File: config.mk
export PLATFORM = sky130hd
export DESIGN_NAME = dps_bank
export DESIGN_NICKNAME = d
export VERILOG_FILES = /design/src/verilog/dps_pkg.sv /design/src/verilog/dps_ptr_if.sv /design/src/verilog/dps_bank.sv /design/src/verilog/dps_ptr_reg.sv
export SDC_FILE = /design/constraint.sdc
export NUM_CORES = 1
export LEC_CHECK = 0
export BUFFER_PORTS_ARGS = -buffer_cell sky130_fd_sc_hd__buf_2
export CAP_MARGIN = 5
export CORE_MARGIN = 4
export CORE_UTILIZATION = 56
export CTS_CLUSTER_DIAMETER = 150
export CTS_CLUSTER_SIZE = 30
export DETAILED_ROUTE_END_ITERATION = 8
export PLACE_DENSITY = 0.8
export SLEW_MARGIN = 20
export SYNTH_ARGS = -nofsm -noshare
export SYNTH_HDL_FRONTEND = slang
export SYNTH_HIERARCHICAL = 1
export SYNTH_SLANG_ARGS = --single-unit
File: constraint.sdc
create_clock -name clk -period 4.2 [get_ports clk]
set_clock_uncertainty 0.2 [all_clocks]
set_input_delay 0.42 -clock clk [delete_from_list [all_inputs] [get_ports clk]]
set_output_delay 0.42 -clock clk [all_outputs]
set_load 0.1 [all_outputs]
File: src/verilog/dps_pkg.sv
// Constants and types shared by the dual data pointer bank
`default_nettype none

package dps_pkg;

  // ---------------------------------------------------------------
  // Register addresses in the special-function space
  // ---------------------------------------------------------------
  localparam logic [7:0] DPS_ADDR_A_LOW  = 8'h82;
  localparam logic [7:0] DPS_ADDR_A_HIGH = 8'h83;
  localparam logic [7:0] DPS_ADDR_B_LOW  = 8'h84;
  localparam logic [7:0] DPS_ADDR_B_HIGH = 8'h85;
  localparam logic [7:0] DPS_ADDR_CHOICE = 8'h86;

  // ---------------------------------------------------------------
  // Field layout and reset values
  // ---------------------------------------------------------------
  localparam int         DPS_PTR_W        = 16;
  localparam int         DPS_BYTE_W       = 8;
  localparam int         DPS_SEL_BIT      = 0;
  localparam logic [7:0] DPS_CHOICE_FIXED = 8'h00;
  localparam logic [7:0] DPS_BYTE_RESET   = 8'h00;
  localparam logic [15:0] DPS_PTR_RESET   = 16'h0000;
  localparam logic [15:0] DPS_PTR_STEP    = 16'h0001;
  localparam logic       DPS_SEL_RESET    = 1'b0;
  localparam logic [7:0] DPS_READ_UNMAPPED = 8'h00;

  // Which pointer the choice bit names
  typedef enum logic [0:0] {
    DPS_PICK_A = 1'b0,
    DPS_PICK_B = 1'b1
  } dps_pick_t;

  // Decoded target of a special-function access
  typedef enum logic [2:0] {
    DPS_TGT_NONE   = 3'b000,
    DPS_TGT_A_LOW  = 3'b001,
    DPS_TGT_A_HIGH = 3'b010,
    DPS_TGT_B_LOW  = 3'b011,
    DPS_TGT_B_HIGH = 3'b100,
    DPS_TGT_CHOICE = 3'b101
  } dps_tgt_t;

endpackage

`default_nettype wire

File: src/verilog/dps_ptr_if.sv
// Carrier between the bank control and one pointer storage unit
`default_nettype none

interface dps_ptr_if
  import dps_pkg::*;
();
  logic                 wr_low;
  logic                 wr_high;
  logic [7:0]           wdata;
  logic                 load;
  logic [15:0]          load_val;
  logic                 inc;
  logic [15:0]          value;
  logic [15:0]          value_nxt;

  modport ctrl (
    output wr_low,
    output wr_high,
    output wdata,
    output load,
    output load_val,
    output inc,
    input  value,
    input  value_nxt
  );

  modport unit (
    input  wr_low,
    input  wr_high,
    input  wdata,
    input  load,
    input  load_val,
    input  inc,
    output value,
    output value_nxt
  );
endinterface

`default_nettype wire

File: src/verilog/dps_bank.sv
// Dual data pointer bank with select register for the core's register space
//
// Behaviour
// Provide 16-bit pointer for external data accesses
// First pointer bytes at 0x82 and 0x83
// Second pointer bytes at 0x84 and 0x85
// Select bit zero picks first, one picks second
// Select bit is bit 0 at 0x86
// Select bits 7..1 ignore writes, read zero
// Pointer instructions act only on selected pointer
// Incrementing select register flips the select bit
// Constant bits ignore writes, return constant
// Unused bits exist but change no behaviour
// Software never writes unassigned register addresses
// Power-on and watchdog reset load reset values
// Writes to idle pointer leave active untouched
`default_nettype none

module dps_bank
  import dps_pkg::*;
(
  input  wire logic        clk,
  input  wire logic        rst,
  input  wire logic        wdt_rst,
  input  wire logic [7:0]  sfr_addr,
  input  wire logic        sfr_wr,
  input  wire logic        sfr_rd,
  input  wire logic [7:0]  sfr_wdata,
  output var  logic [7:0]  sfr_rdata,
  output var  logic        sfr_rd_hit,
  input  wire logic        ptr_load,
  input  wire logic [15:0] ptr_load_val,
  input  wire logic        ptr_inc,
  output var  logic [15:0] active_pointer,
  output var  logic        active_sel
);

  // ---------------------------------------------------------------
  // Helpers
  // ---------------------------------------------------------------
  // Maps an address to one of the five registers; anything else is none
  function automatic dps_tgt_t dps_decode(input logic [7:0] addr);
    dps_tgt_t t;
    t = DPS_TGT_NONE;
    case (addr)
      DPS_ADDR_A_LOW: begin
        t = DPS_TGT_A_LOW;
      end
      DPS_ADDR_A_HIGH: begin
        t = DPS_TGT_A_HIGH;
      end
      DPS_ADDR_B_LOW: begin
        t = DPS_TGT_B_LOW;
      end
      DPS_ADDR_B_HIGH: begin
        t = DPS_TGT_B_HIGH;
      end
      DPS_ADDR_CHOICE: begin
        t = DPS_TGT_CHOICE;
      end
      default: begin
        t = DPS_TGT_NONE;
      end
    endcase
    return t;
  endfunction

  // Image of the select register: only the select bit is live.
  function automatic logic [7:0] dps_choice_image(input logic sel);
    logic [7:0] v;
    v = DPS_CHOICE_FIXED;
    v[DPS_SEL_BIT] = sel;
    return v;
  endfunction

  function automatic logic [7:0] dps_low(input logic [15:0] p);
    return p[DPS_BYTE_W-1:0];
  endfunction

  function automatic logic [7:0] dps_high(input logic [15:0] p);
    return p[DPS_PTR_W-1:DPS_BYTE_W];
  endfunction

  // True for the five addresses this bank answers; every other
  // address is left alone so reserved locations stay inert.
  function automatic logic dps_is_mapped(input dps_tgt_t t);
    return (t != DPS_TGT_NONE);
  endfunction

  // Value of the pointer that the select bit names.
  function automatic logic [15:0] dps_pick_value(input dps_pick_t   sel,
                                                 input logic [15:0] a,
                                                 input logic [15:0] b);
    logic [15:0] v;
    v = a;
    if (sel == DPS_PICK_B) begin
      v = b;
    end
    return v;
  endfunction

  // ---------------------------------------------------------------
  // Pointer storage
  // ---------------------------------------------------------------
  // Each pointer lives in its own unit; the bank only steers requests.
  // Both units take the watchdog reset too, so a watchdog bite leaves
  // no stale address behind for the next block move.
  dps_ptr_if ptr_a ();
  dps_ptr_if ptr_b ();

  dps_ptr_reg u_ptr_a (
    .clk     (clk),
    .rst     (rst),
    .wdt_rst (wdt_rst),
    .port    (ptr_a.unit)
  );

  dps_ptr_reg u_ptr_b (
    .clk     (clk),
    .rst     (rst),
    .wdt_rst (wdt_rst),
    .port    (ptr_b.unit)
  );

  // ---------------------------------------------------------------
  // Bank state
  // ---------------------------------------------------------------
  // Registered bus answer and registered copy of the active pointer
  typedef struct packed {
    dps_pick_t   sel;
    logic [7:0]  rdata;
    logic        rd_hit;
    logic [15:0] active;
  } dps_bank_state_t;

  dps_bank_state_t st_r;
  dps_bank_state_t st_nxt;

  dps_tgt_t  tgt;
  logic      wr_go;
  logic      rd_go;
  logic      op_on_a;
  logic      op_on_b;

  assign tgt   = dps_decode(sfr_addr);
  assign wr_go = sfr_wr && dps_is_mapped(tgt);
  assign rd_go = sfr_rd && dps_is_mapped(tgt);

  // Instruction ops follow the bit as it stands at the start of the
  // cycle, so a select write in the same cycle only affects later ops.
  assign op_on_a = (st_r.sel == DPS_PICK_A);
  assign op_on_b = (st_r.sel == DPS_PICK_B);

  // ---------------------------------------------------------------
  // Requests to the two pointer units
  // ---------------------------------------------------------------
  // Byte writes go to their own pointer whatever the select bit is,
  // so the idle pointer can be set up while the other one is in use.
  always_comb begin
    ptr_a.wr_low   = 1'b0;
    ptr_a.wr_high  = 1'b0;
    ptr_a.wdata    = sfr_wdata;
    ptr_a.load     = 1'b0;
    ptr_a.load_val = ptr_load_val;
    ptr_a.inc      = 1'b0;
    ptr_b.wr_low   = 1'b0;
    ptr_b.wr_high  = 1'b0;
    ptr_b.wdata    = sfr_wdata;
    ptr_b.load     = 1'b0;
    ptr_b.load_val = ptr_load_val;
    ptr_b.inc      = 1'b0;

    if (wr_go) begin
      case (tgt)
        DPS_TGT_A_LOW: begin
          ptr_a.wr_low = 1'b1;
        end
        DPS_TGT_A_HIGH: begin
          ptr_a.wr_high = 1'b1;
        end
        DPS_TGT_B_LOW: begin
          ptr_b.wr_low = 1'b1;
        end
        DPS_TGT_B_HIGH: begin
          ptr_b.wr_high = 1'b1;
        end
        default: begin
          // Select register write: no pointer byte moves
        end
      endcase
    end

    // Loads and increments reach only the pointer that the bit names,
    // so the idle pointer keeps its value through a block move.
    if (op_on_a) begin
      ptr_a.load = ptr_load;
      ptr_a.inc  = ptr_inc;
    end
    if (op_on_b) begin
      ptr_b.load = ptr_load;
      ptr_b.inc  = ptr_inc;
    end
  end

  // ---------------------------------------------------------------
  // Select register
  // ---------------------------------------------------------------
  // Only bit 0 is stored. A read-modify-write increment of the
  // register therefore writes 0x01 or 0x02, flipping the bit while
  // the upper bits stay zero.
  dps_pick_t sel_nxt;
  logic      sel_wr;

  assign sel_wr = wr_go && (tgt == DPS_TGT_CHOICE);

  always_comb begin
    sel_nxt = st_r.sel;
    if (sel_wr) begin
      sel_nxt = dps_pick_t'(sfr_wdata[DPS_SEL_BIT]);
    end
  end

  // ---------------------------------------------------------------
  // Read path
  // ---------------------------------------------------------------
  // Built from registered values, so a read in the same cycle as a
  // write returns the contents from before that write.
  logic [7:0] rd_image;

  always_comb begin
    rd_image = DPS_READ_UNMAPPED;
    case (tgt)
      DPS_TGT_A_LOW: begin
        rd_image = dps_low(ptr_a.value);
      end
      DPS_TGT_A_HIGH: begin
        rd_image = dps_high(ptr_a.value);
      end
      DPS_TGT_B_LOW: begin
        rd_image = dps_low(ptr_b.value);
      end
      DPS_TGT_B_HIGH: begin
        rd_image = dps_high(ptr_b.value);
      end
      DPS_TGT_CHOICE: begin
        rd_image = dps_choice_image(st_r.sel);
      end
      default: begin
        rd_image = DPS_READ_UNMAPPED;
      end
    endcase
  end

  // ---------------------------------------------------------------
  // Next state
  // ---------------------------------------------------------------
  always_comb begin
    st_nxt        = st_r;
    st_nxt.rd_hit = 1'b0;
    st_nxt.rdata  = DPS_READ_UNMAPPED;
    st_nxt.sel    = sel_nxt;

    if (rd_go) begin
      st_nxt.rd_hit = 1'b1;
      st_nxt.rdata  = rd_image;
    end

    // Registered copy of the pointer that will be active next cycle,
    // so the core sees the new address right after a load, increment
    // or select change without a combinational path through the bank.
    st_nxt.active = dps_pick_value(st_nxt.sel,
                                   ptr_a.value_nxt,
                                   ptr_b.value_nxt);
  end

  // ---------------------------------------------------------------
  // State register
  // ---------------------------------------------------------------
  always_ff @(posedge clk) begin
    // Both resets act alike; either one restores every default
    if (rst || wdt_rst) begin
      st_r.sel    <= DPS_PICK_A;
      st_r.rdata  <= DPS_READ_UNMAPPED;
      st_r.rd_hit <= 1'b0;
      st_r.active <= DPS_PTR_RESET;
    end else begin
      st_r <= st_nxt;
    end
  end

  // ---------------------------------------------------------------
  // Outputs
  // ---------------------------------------------------------------
  // Every output is a flop of the bank state, so the core sees no
  // combinational path from its own request back to its inputs.
  assign sfr_rdata      = st_r.rdata;
  assign sfr_rd_hit     = st_r.rd_hit;
  assign active_pointer = st_r.active;
  assign active_sel     = st_r.sel;

endmodule

`default_nettype wire

File: src/verilog/dps_ptr_reg.sv
// One 16-bit data pointer with byte writes, whole load and increment
`default_nettype none

module dps_ptr_reg
  import dps_pkg::*;
(
  input  wire logic    clk,
  input  wire logic    rst,
  input  wire logic    wdt_rst,
  dps_ptr_if.unit      port
);

  typedef struct packed {
    logic [15:0] ptr;
  } dps_unit_state_t;

  dps_unit_state_t st_r;
  dps_unit_state_t st_nxt;

  // ---------------------------------------------------------------
  // Next state
  // ---------------------------------------------------------------
  // Instruction load/increment win over a byte write in the same
  // cycle; the core never issues both, this only fixes the outcome.
  always_comb begin
    st_nxt = st_r;
    if (port.load) begin
      st_nxt.ptr = port.load_val;
    end else if (port.inc) begin
      st_nxt.ptr = st_r.ptr + DPS_PTR_STEP;
    end else begin
      if (port.wr_low) begin
        st_nxt.ptr[DPS_BYTE_W-1:0] = port.wdata;
      end
      if (port.wr_high) begin
        st_nxt.ptr[DPS_PTR_W-1:DPS_BYTE_W] = port.wdata;
      end
    end
  end

  // ---------------------------------------------------------------
  // State register
  // ---------------------------------------------------------------
  always_ff @(posedge clk) begin
    if (rst || wdt_rst) begin
      st_r.ptr <= DPS_PTR_RESET;
    end else begin
      st_r <= st_nxt;
    end
  end

  assign port.value     = st_r.ptr;
  assign port.value_nxt = (rst || wdt_rst) ? DPS_PTR_RESET : st_nxt.ptr;

endmodule

`default_nettype wire

Yosys cells after proc, flatten, opt, wreduce, memory -nomap -nowiden:

Cells that the tools add are included.

* muxes and demuxes: 25
* equality and inequality tests: 10
* bitwise operators: 1
* add/subtract/negate cells: 2
* reductions and logical operators: 6

Operator list (count)
* 2-to-1 mux 16 bit: 5
* equality test 8 bit (second input constant): 5
* case mux 8 bit (5 select lines): 1
* adder 16 x 1 -> 16 bit (second input constant): 2
* 2-to-1 mux 8 bit: 4
* case mux 3 bit (5 select lines): 1
* 2-to-1 mux 1 bit: 14
* equality test 3 x 2 -> 1 bit (second input constant): 2
* equality test 3 bit (second input constant): 2
* equality test 3 x 1 -> 1 bit (second input constant): 1
* logical AND 1 bit: 3
* nonzero test 3 bit: 1
* OR reduction 2 bit: 1
* logical OR 1 bit: 1
* inverter 1 bit: 1

* logic and storage cells: 50
* register bits: 58
* bits of input ports: 39
* output and inout bits: 26

Depth between registers and ports, before layout:

* depth after elaboration: 9
* mapped depth: 11
* gate-level depth less buffers: 9

By module:

The synthesis kept the hierarchy.

By module, submodules not included
* dps_ptr_reg (u_ptr_b): area each 1217.4 µm², instances 1, cells each 148, sequential area each 320.3 µm²
* dps_ptr_reg (u_ptr_a): area each 1203.7 µm², instances 1, cells each 148, sequential area each 320.3 µm²
* dps_bank: area each 1193.6 µm², instances 1, cells each 113, sequential area each 520.5 µm²

Worst setup path after synthesis:

OpenSTA, ideal clock, no wires.

* path kind: input to register
* from: in sfr_addr[5]
* to: reg st_r (netlist bit active_pointer[13])
* path slack: 1.089 ns
* library setup time: 0.117 ns
* arrival: 2.794 ns
* cell stages on the path: 9
* required time: 3.883 ns
* path buffers: 1
* cells stage by stage: or4b_4 > nor4_4 > inv_1 > nor2_1 > clkbuf_1 > mux2_2 > a22oi_1 > o221ai_2 > a22o_1

* word-level cells in the longest chain between the ends: 9
* elaborated cells on any way between the ends: 24
* those cells by class: eq/ne (8); mux (13); reduce/logical (3)

RTL lines
* from (decl): RTL line dps_bank.sv:25 `input wire logic [7:0] sfr_addr,`
* equality test 8 bit: RTL line dps_bank.sv:45 `case (addr)`
* case mux 3 bit (5 select lines) (*): RTL line dps_bank.sv:45
* equality test 3 bit / nonzero test 3 bit (equally long branches): RTL line dps_bank.sv:174, dps_bank.sv:87
* 2-to-1 mux 1 bit / logical AND 1 bit (equally long branches): RTL line dps_bank.sv:174, dps_bank.sv:146
* 2-to-1 mux 1 bit (*): RTL line dps_bank.sv:173 `if (wr_go) begin`
* named net ptr_b.wr_high: RTL line dps_ptr_if.sv:8 `logic wr_high;`
* 2-to-1 mux 8 bit (*): RTL line dps_ptr_reg.sv:35 `if (port.wr_high) begin`
* 2-to-1 mux 16 bit (*): RTL line dps_ptr_reg.sv:29 `end else if (port.inc) begin`
* 2-to-1 mux 16 bit (*): RTL line dps_ptr_reg.sv:27 `if (port.load) begin`
* named net ptr_b.value_nxt[13]: RTL line dps_ptr_if.sv:14 `logic [15:0] value_nxt;`
* 2-to-1 mux 16 bit (*): RTL line dps_bank.sv:96 `if (sel == DPS_PICK_B) begin`
* to (signal assigned): RTL line dps_bank.sv:287 `st_r <= st_nxt;`
* to (decl): RTL line dps_bank.sv:136 `dps_bank_state_t st_r;`

Mark *: on every way through the listed nets, which the timed path passes. The rest lies on a longest branch.
A chain may end at the register's enable or synchronous reset.

Worst setup path in the final report:

* from: in sfr_addr[5]
* to: reg st_r (netlist bit active_pointer[2])

* word-level cells in the longest chain between the ends: 9
* elaborated cells on any way between the ends: 24
* those cells by class: eq/ne (8); mux (13); reduce/logical (3)

RTL lines
* equality test 8 bit: RTL line dps_bank.sv:45
* case mux 3 bit (5 select lines) (*): RTL line dps_bank.sv:45
* equality test 3 x 2 -> 1 bit / nonzero test 3 bit (equally long branches): RTL line dps_bank.sv:174, dps_bank.sv:87
* 2-to-1 mux 1 bit / logical AND 1 bit (equally long branches): RTL line dps_bank.sv:174, dps_bank.sv:146
* 2-to-1 mux 1 bit (*): RTL line dps_bank.sv:173
* named net ptr_b.wr_low: RTL line dps_ptr_if.sv:7 `logic wr_low;`
* 2-to-1 mux 8 bit (*): RTL line dps_ptr_reg.sv:32 `if (port.wr_low) begin`
* 2-to-1 mux 16 bit (*): RTL line dps_ptr_reg.sv:29
* 2-to-1 mux 16 bit (*): RTL line dps_ptr_reg.sv:27
* named net ptr_b.value_nxt[2]: RTL line dps_ptr_if.sv:14
* 2-to-1 mux 16 bit (*): RTL line dps_bank.sv:96

Marked as above.

==> metrics.yaml <==
rrSetupSlack_ns: 1.49
cp-start-kind: "input pin"
dieArea_um2: 7800
gp_congestion: 0.967
ys_seq_area_frac: 0.321
grt_use_met2: 0.460
hold_path_class: "input pin to flip-flop"
die_y_um: 88.3
holdPathEnd: "u_ptr_a/port.value[8]"
postCtsHoldBufs: 0
start_util: 0.573
clkSlewWorstSetupHoldPaths_ns: 0.07
synth_edf_count: 0
reg2reg_from: "active_sel"
fin_crit_ns: 2.93
drc: 0
avgSynthCellArea_um2: 8.84
num_vias: 3669
synth.distinct_cells: 61
async_reset_ff_frac: 0
p_per_area_nw_per_um2: 299
grt_pass1_wl_um: 17800
drt-total-wl_um: 11700
root_buffer: "clkbuf_8"
nNetsFinal: 504
groute.usage.overall: 0.307
critPathRequiredTime_ns: 4.28
busiest_layer: "met2"
syn_inst: 409
tightest_slew_ns: 1.09
cts.sinks: 58
r2r_cells: 6
htree_levels: 3
hold_viol_final: 0
outcome: "complete, no violations"
final_layout_size_suffix_gt1_frac: 0.259
relSlewSlack: 0.274
p_int_mw: 0.903
grt_overflow: 0
p_clk_frac: 0.430
firstDrtPassIters: 7
netlist_area_um2: 3610
max_freq_ghz: 0.341
critPathArrivalTime_ns: 3.02
vdd_ir_drop_max_v: 0.000197
power_leakage_nw: 1.50
crit_type: "input pin to flip-flop"
finalMaxSlewViolations: 0
core_area_um2: 6310
drt-vias-per-instance: 6.73
wl_per_cell_um: 21.5
swShare: 0.271
critPathMaxFanout: 10
cts_tree: "yes"
cts_setup_buffers: 0
synth_warnings: 6
min_path_cells: 3
grt_pass1_vias: 3282
ys_ff_latch: 58
fin_util: 0.656
r2r-end: "active_pointer[14]"
dp_hpwl_um: 8560
rows: 29
cts_buffer_depth: 2
ios: 65
cts_resized: 0
final.period_utilization: 0.698
hp-start: "ptr_load_val[8]"
setup_tns_ns: 0
grt_use_met3: 0.0521
first_iter_violations: 547
p_seq_frac: 0.465
finalSetupViolations: 0
diodes: 0
ys.flop_type: "dfxtp_1"
antenna_found_initial: 0
grt_util_met1: 0.429
rsz0062_at_grt: "no"
synth_fp_nets: 450
comb_power_share: 0.105
maxCapViolations: 0
numPortBuffers: 64
die_x_um: 88.3
grt_max_degree: 21
end_kind: "flip-flop"
ant_nets: 0
insertion_delay_ns: 0.35
p_sw_mw: 0.335
syn_to_final_growth_pct: 14.6
numCtsBuffers: 9
[critical path, cell delays in order]
cell      delay [ns]
buf_2           0.12
nor4b_4         0.60
nand3_1         0.24
nor2b_1         0.53
nor2b_1         0.35
a21oi_1         0.11
a311oi_1        0.41
a22o_1          0.22
[cells in the final DEF (no fill, tap or decap), types with 9 or more instances in the layout]
master    netlist  final
clkbuf_8        0     11
mux2i_1        19     19
o21ai_0        25     25
a21oi_1        23     23
nor2b_1        16     16
a211oi_1       15     15
dfxtp_1        58     58
nand3_1        17     17
buf_2           6     64
a22o_1         23     23
nand2_1        44     44
a22oi_1         9      9
nor2_1         17     17
[stage by stage]
stage	setup WS [ns]	hold slack, ns	std cells	area [um^2]	total power [mW]
floorplan	1.09	0.252	409	3610	0.658
global placement	1.10	0.279	529	3940	0.710
detailed placement	1.02	0.280	529	3940	0.712
CTS	1.35	0.152	545	4140	1.23
global route	1.13	0.196	545	4140	1.27
finish	1.27	0.157	545	4140	1.24
[final cells by class]
type	instances	area, um^2
clock buffer	11	151
clock inverter	5	52.6
fill	531	2170
inverter	8	30.0
multi-input combinational	317	2290
sequential	58	1160
tap	77	96.3
timing repair buffer	69	358
[cells by family (layout without fill, tap and decap cells)]
| kind of cell | count (synthesis) | count (layout) | synth area share |
|---|---|---|---|
| mux | 22 | 22 | 0.0651 |
| fa+ha+maj | 2 | 2 | 0.00692 |
| buf+inv | 34 | 93 | 0.0447 |
| flops | 58 | 58 | 0.321 |
| simple gates | 150 | 150 | 0.274 |
| xor+xnor | 8 | 8 | 0.0194 |
| compound gates | 135 | 135 | 0.268 |
[how the worst max path moves through the flow]
stage,start,to,slack (ns),depth (start not counted)
after floorplan,sfr_addr[5],active_pointer[13],1.09,9
after global placement,sfr_addr[5],active_pointer[13],1.10,10
after detailed placement,sfr_addr[5],active_pointer[2],1.02,8
after CTS,sfr_addr[5],active_pointer[2],1.35,8
after global routing,sfr_addr[5],active_pointer[2],1.13,8
final,sfr_addr[5],active_pointer[2],1.27,8
[power by group through the flow]
stage | clock [mW] | combinational (mW) | sequential (mW)
finish | 0.533 | 0.129 | 0.576
global route | 0.557 | 0.137 | 0.576
CTS | 0.534 | 0.126 | 0.575
detailed placement | 0 | 0.125 | 0.587
global placement | 0 | 0.124 | 0.587
floorplan | 0 | 0.0591 | 0.599
[flip-flops by register name, summed over array words and instances (netlist names)]
| name | count |
|---|---|
| u_ptr_a/port.value | 16 |
| sfr_rd_hit | 1 |
| active_sel | 1 |
| u_ptr_b/port.value | 16 |
| sfr_rdata | 8 |
| active_pointer | 16 |
[Yosys cell counts, types with 3 or more instances]
cell type / count / area share
a211oi_1: 15 / 0.031
nor4_2: 3 / 0.010
and2_1: 3 / 0.0052
nor2_1: 17 / 0.018
nand2_1: 44 / 0.046
nand3_1: 17 / 0.024
nand3b_1: 3 / 0.0062
a22oi_1: 9 / 0.019
nand4_4: 3 / 0.018
inv_1: 8 / 0.0083
nor3_1: 3 / 0.0042
nor4_4: 5 / 0.029
nand2b_1: 7 / 0.012
nand4_1: 5 / 0.0087
a21oi_1: 23 / 0.032
o21a_1: 4 / 0.0083
a22o_1: 23 / 0.056
buf_2: 6 / 0.0083
buf_6: 3 / 0.0093
o21ai_0: 25 / 0.035
o211a_1: 3 / 0.0083
nor2b_1: 16 / 0.028
dfxtp_1: 58 / 0.32
a31oi_1: 4 / 0.0069
xnor2_1: 8 / 0.019
a2111oi_0: 4 / 0.0097
nor3_2: 6 / 0.017
mux2i_1: 19 / 0.053
clkbuf_1: 15 / 0.016
a211oi_2: 4 / 0.014
or3_1: 3 / 0.0052
[layer usage]
metal | up-vias | wire, um
li1 | 1661 | -
met1 | 1701 | 4880
met2 | 270 | 5130
met3 | 37 | 1310
met4 | 0 | 387
met5 | - | 0
Power figures use the tool's default switching activity.
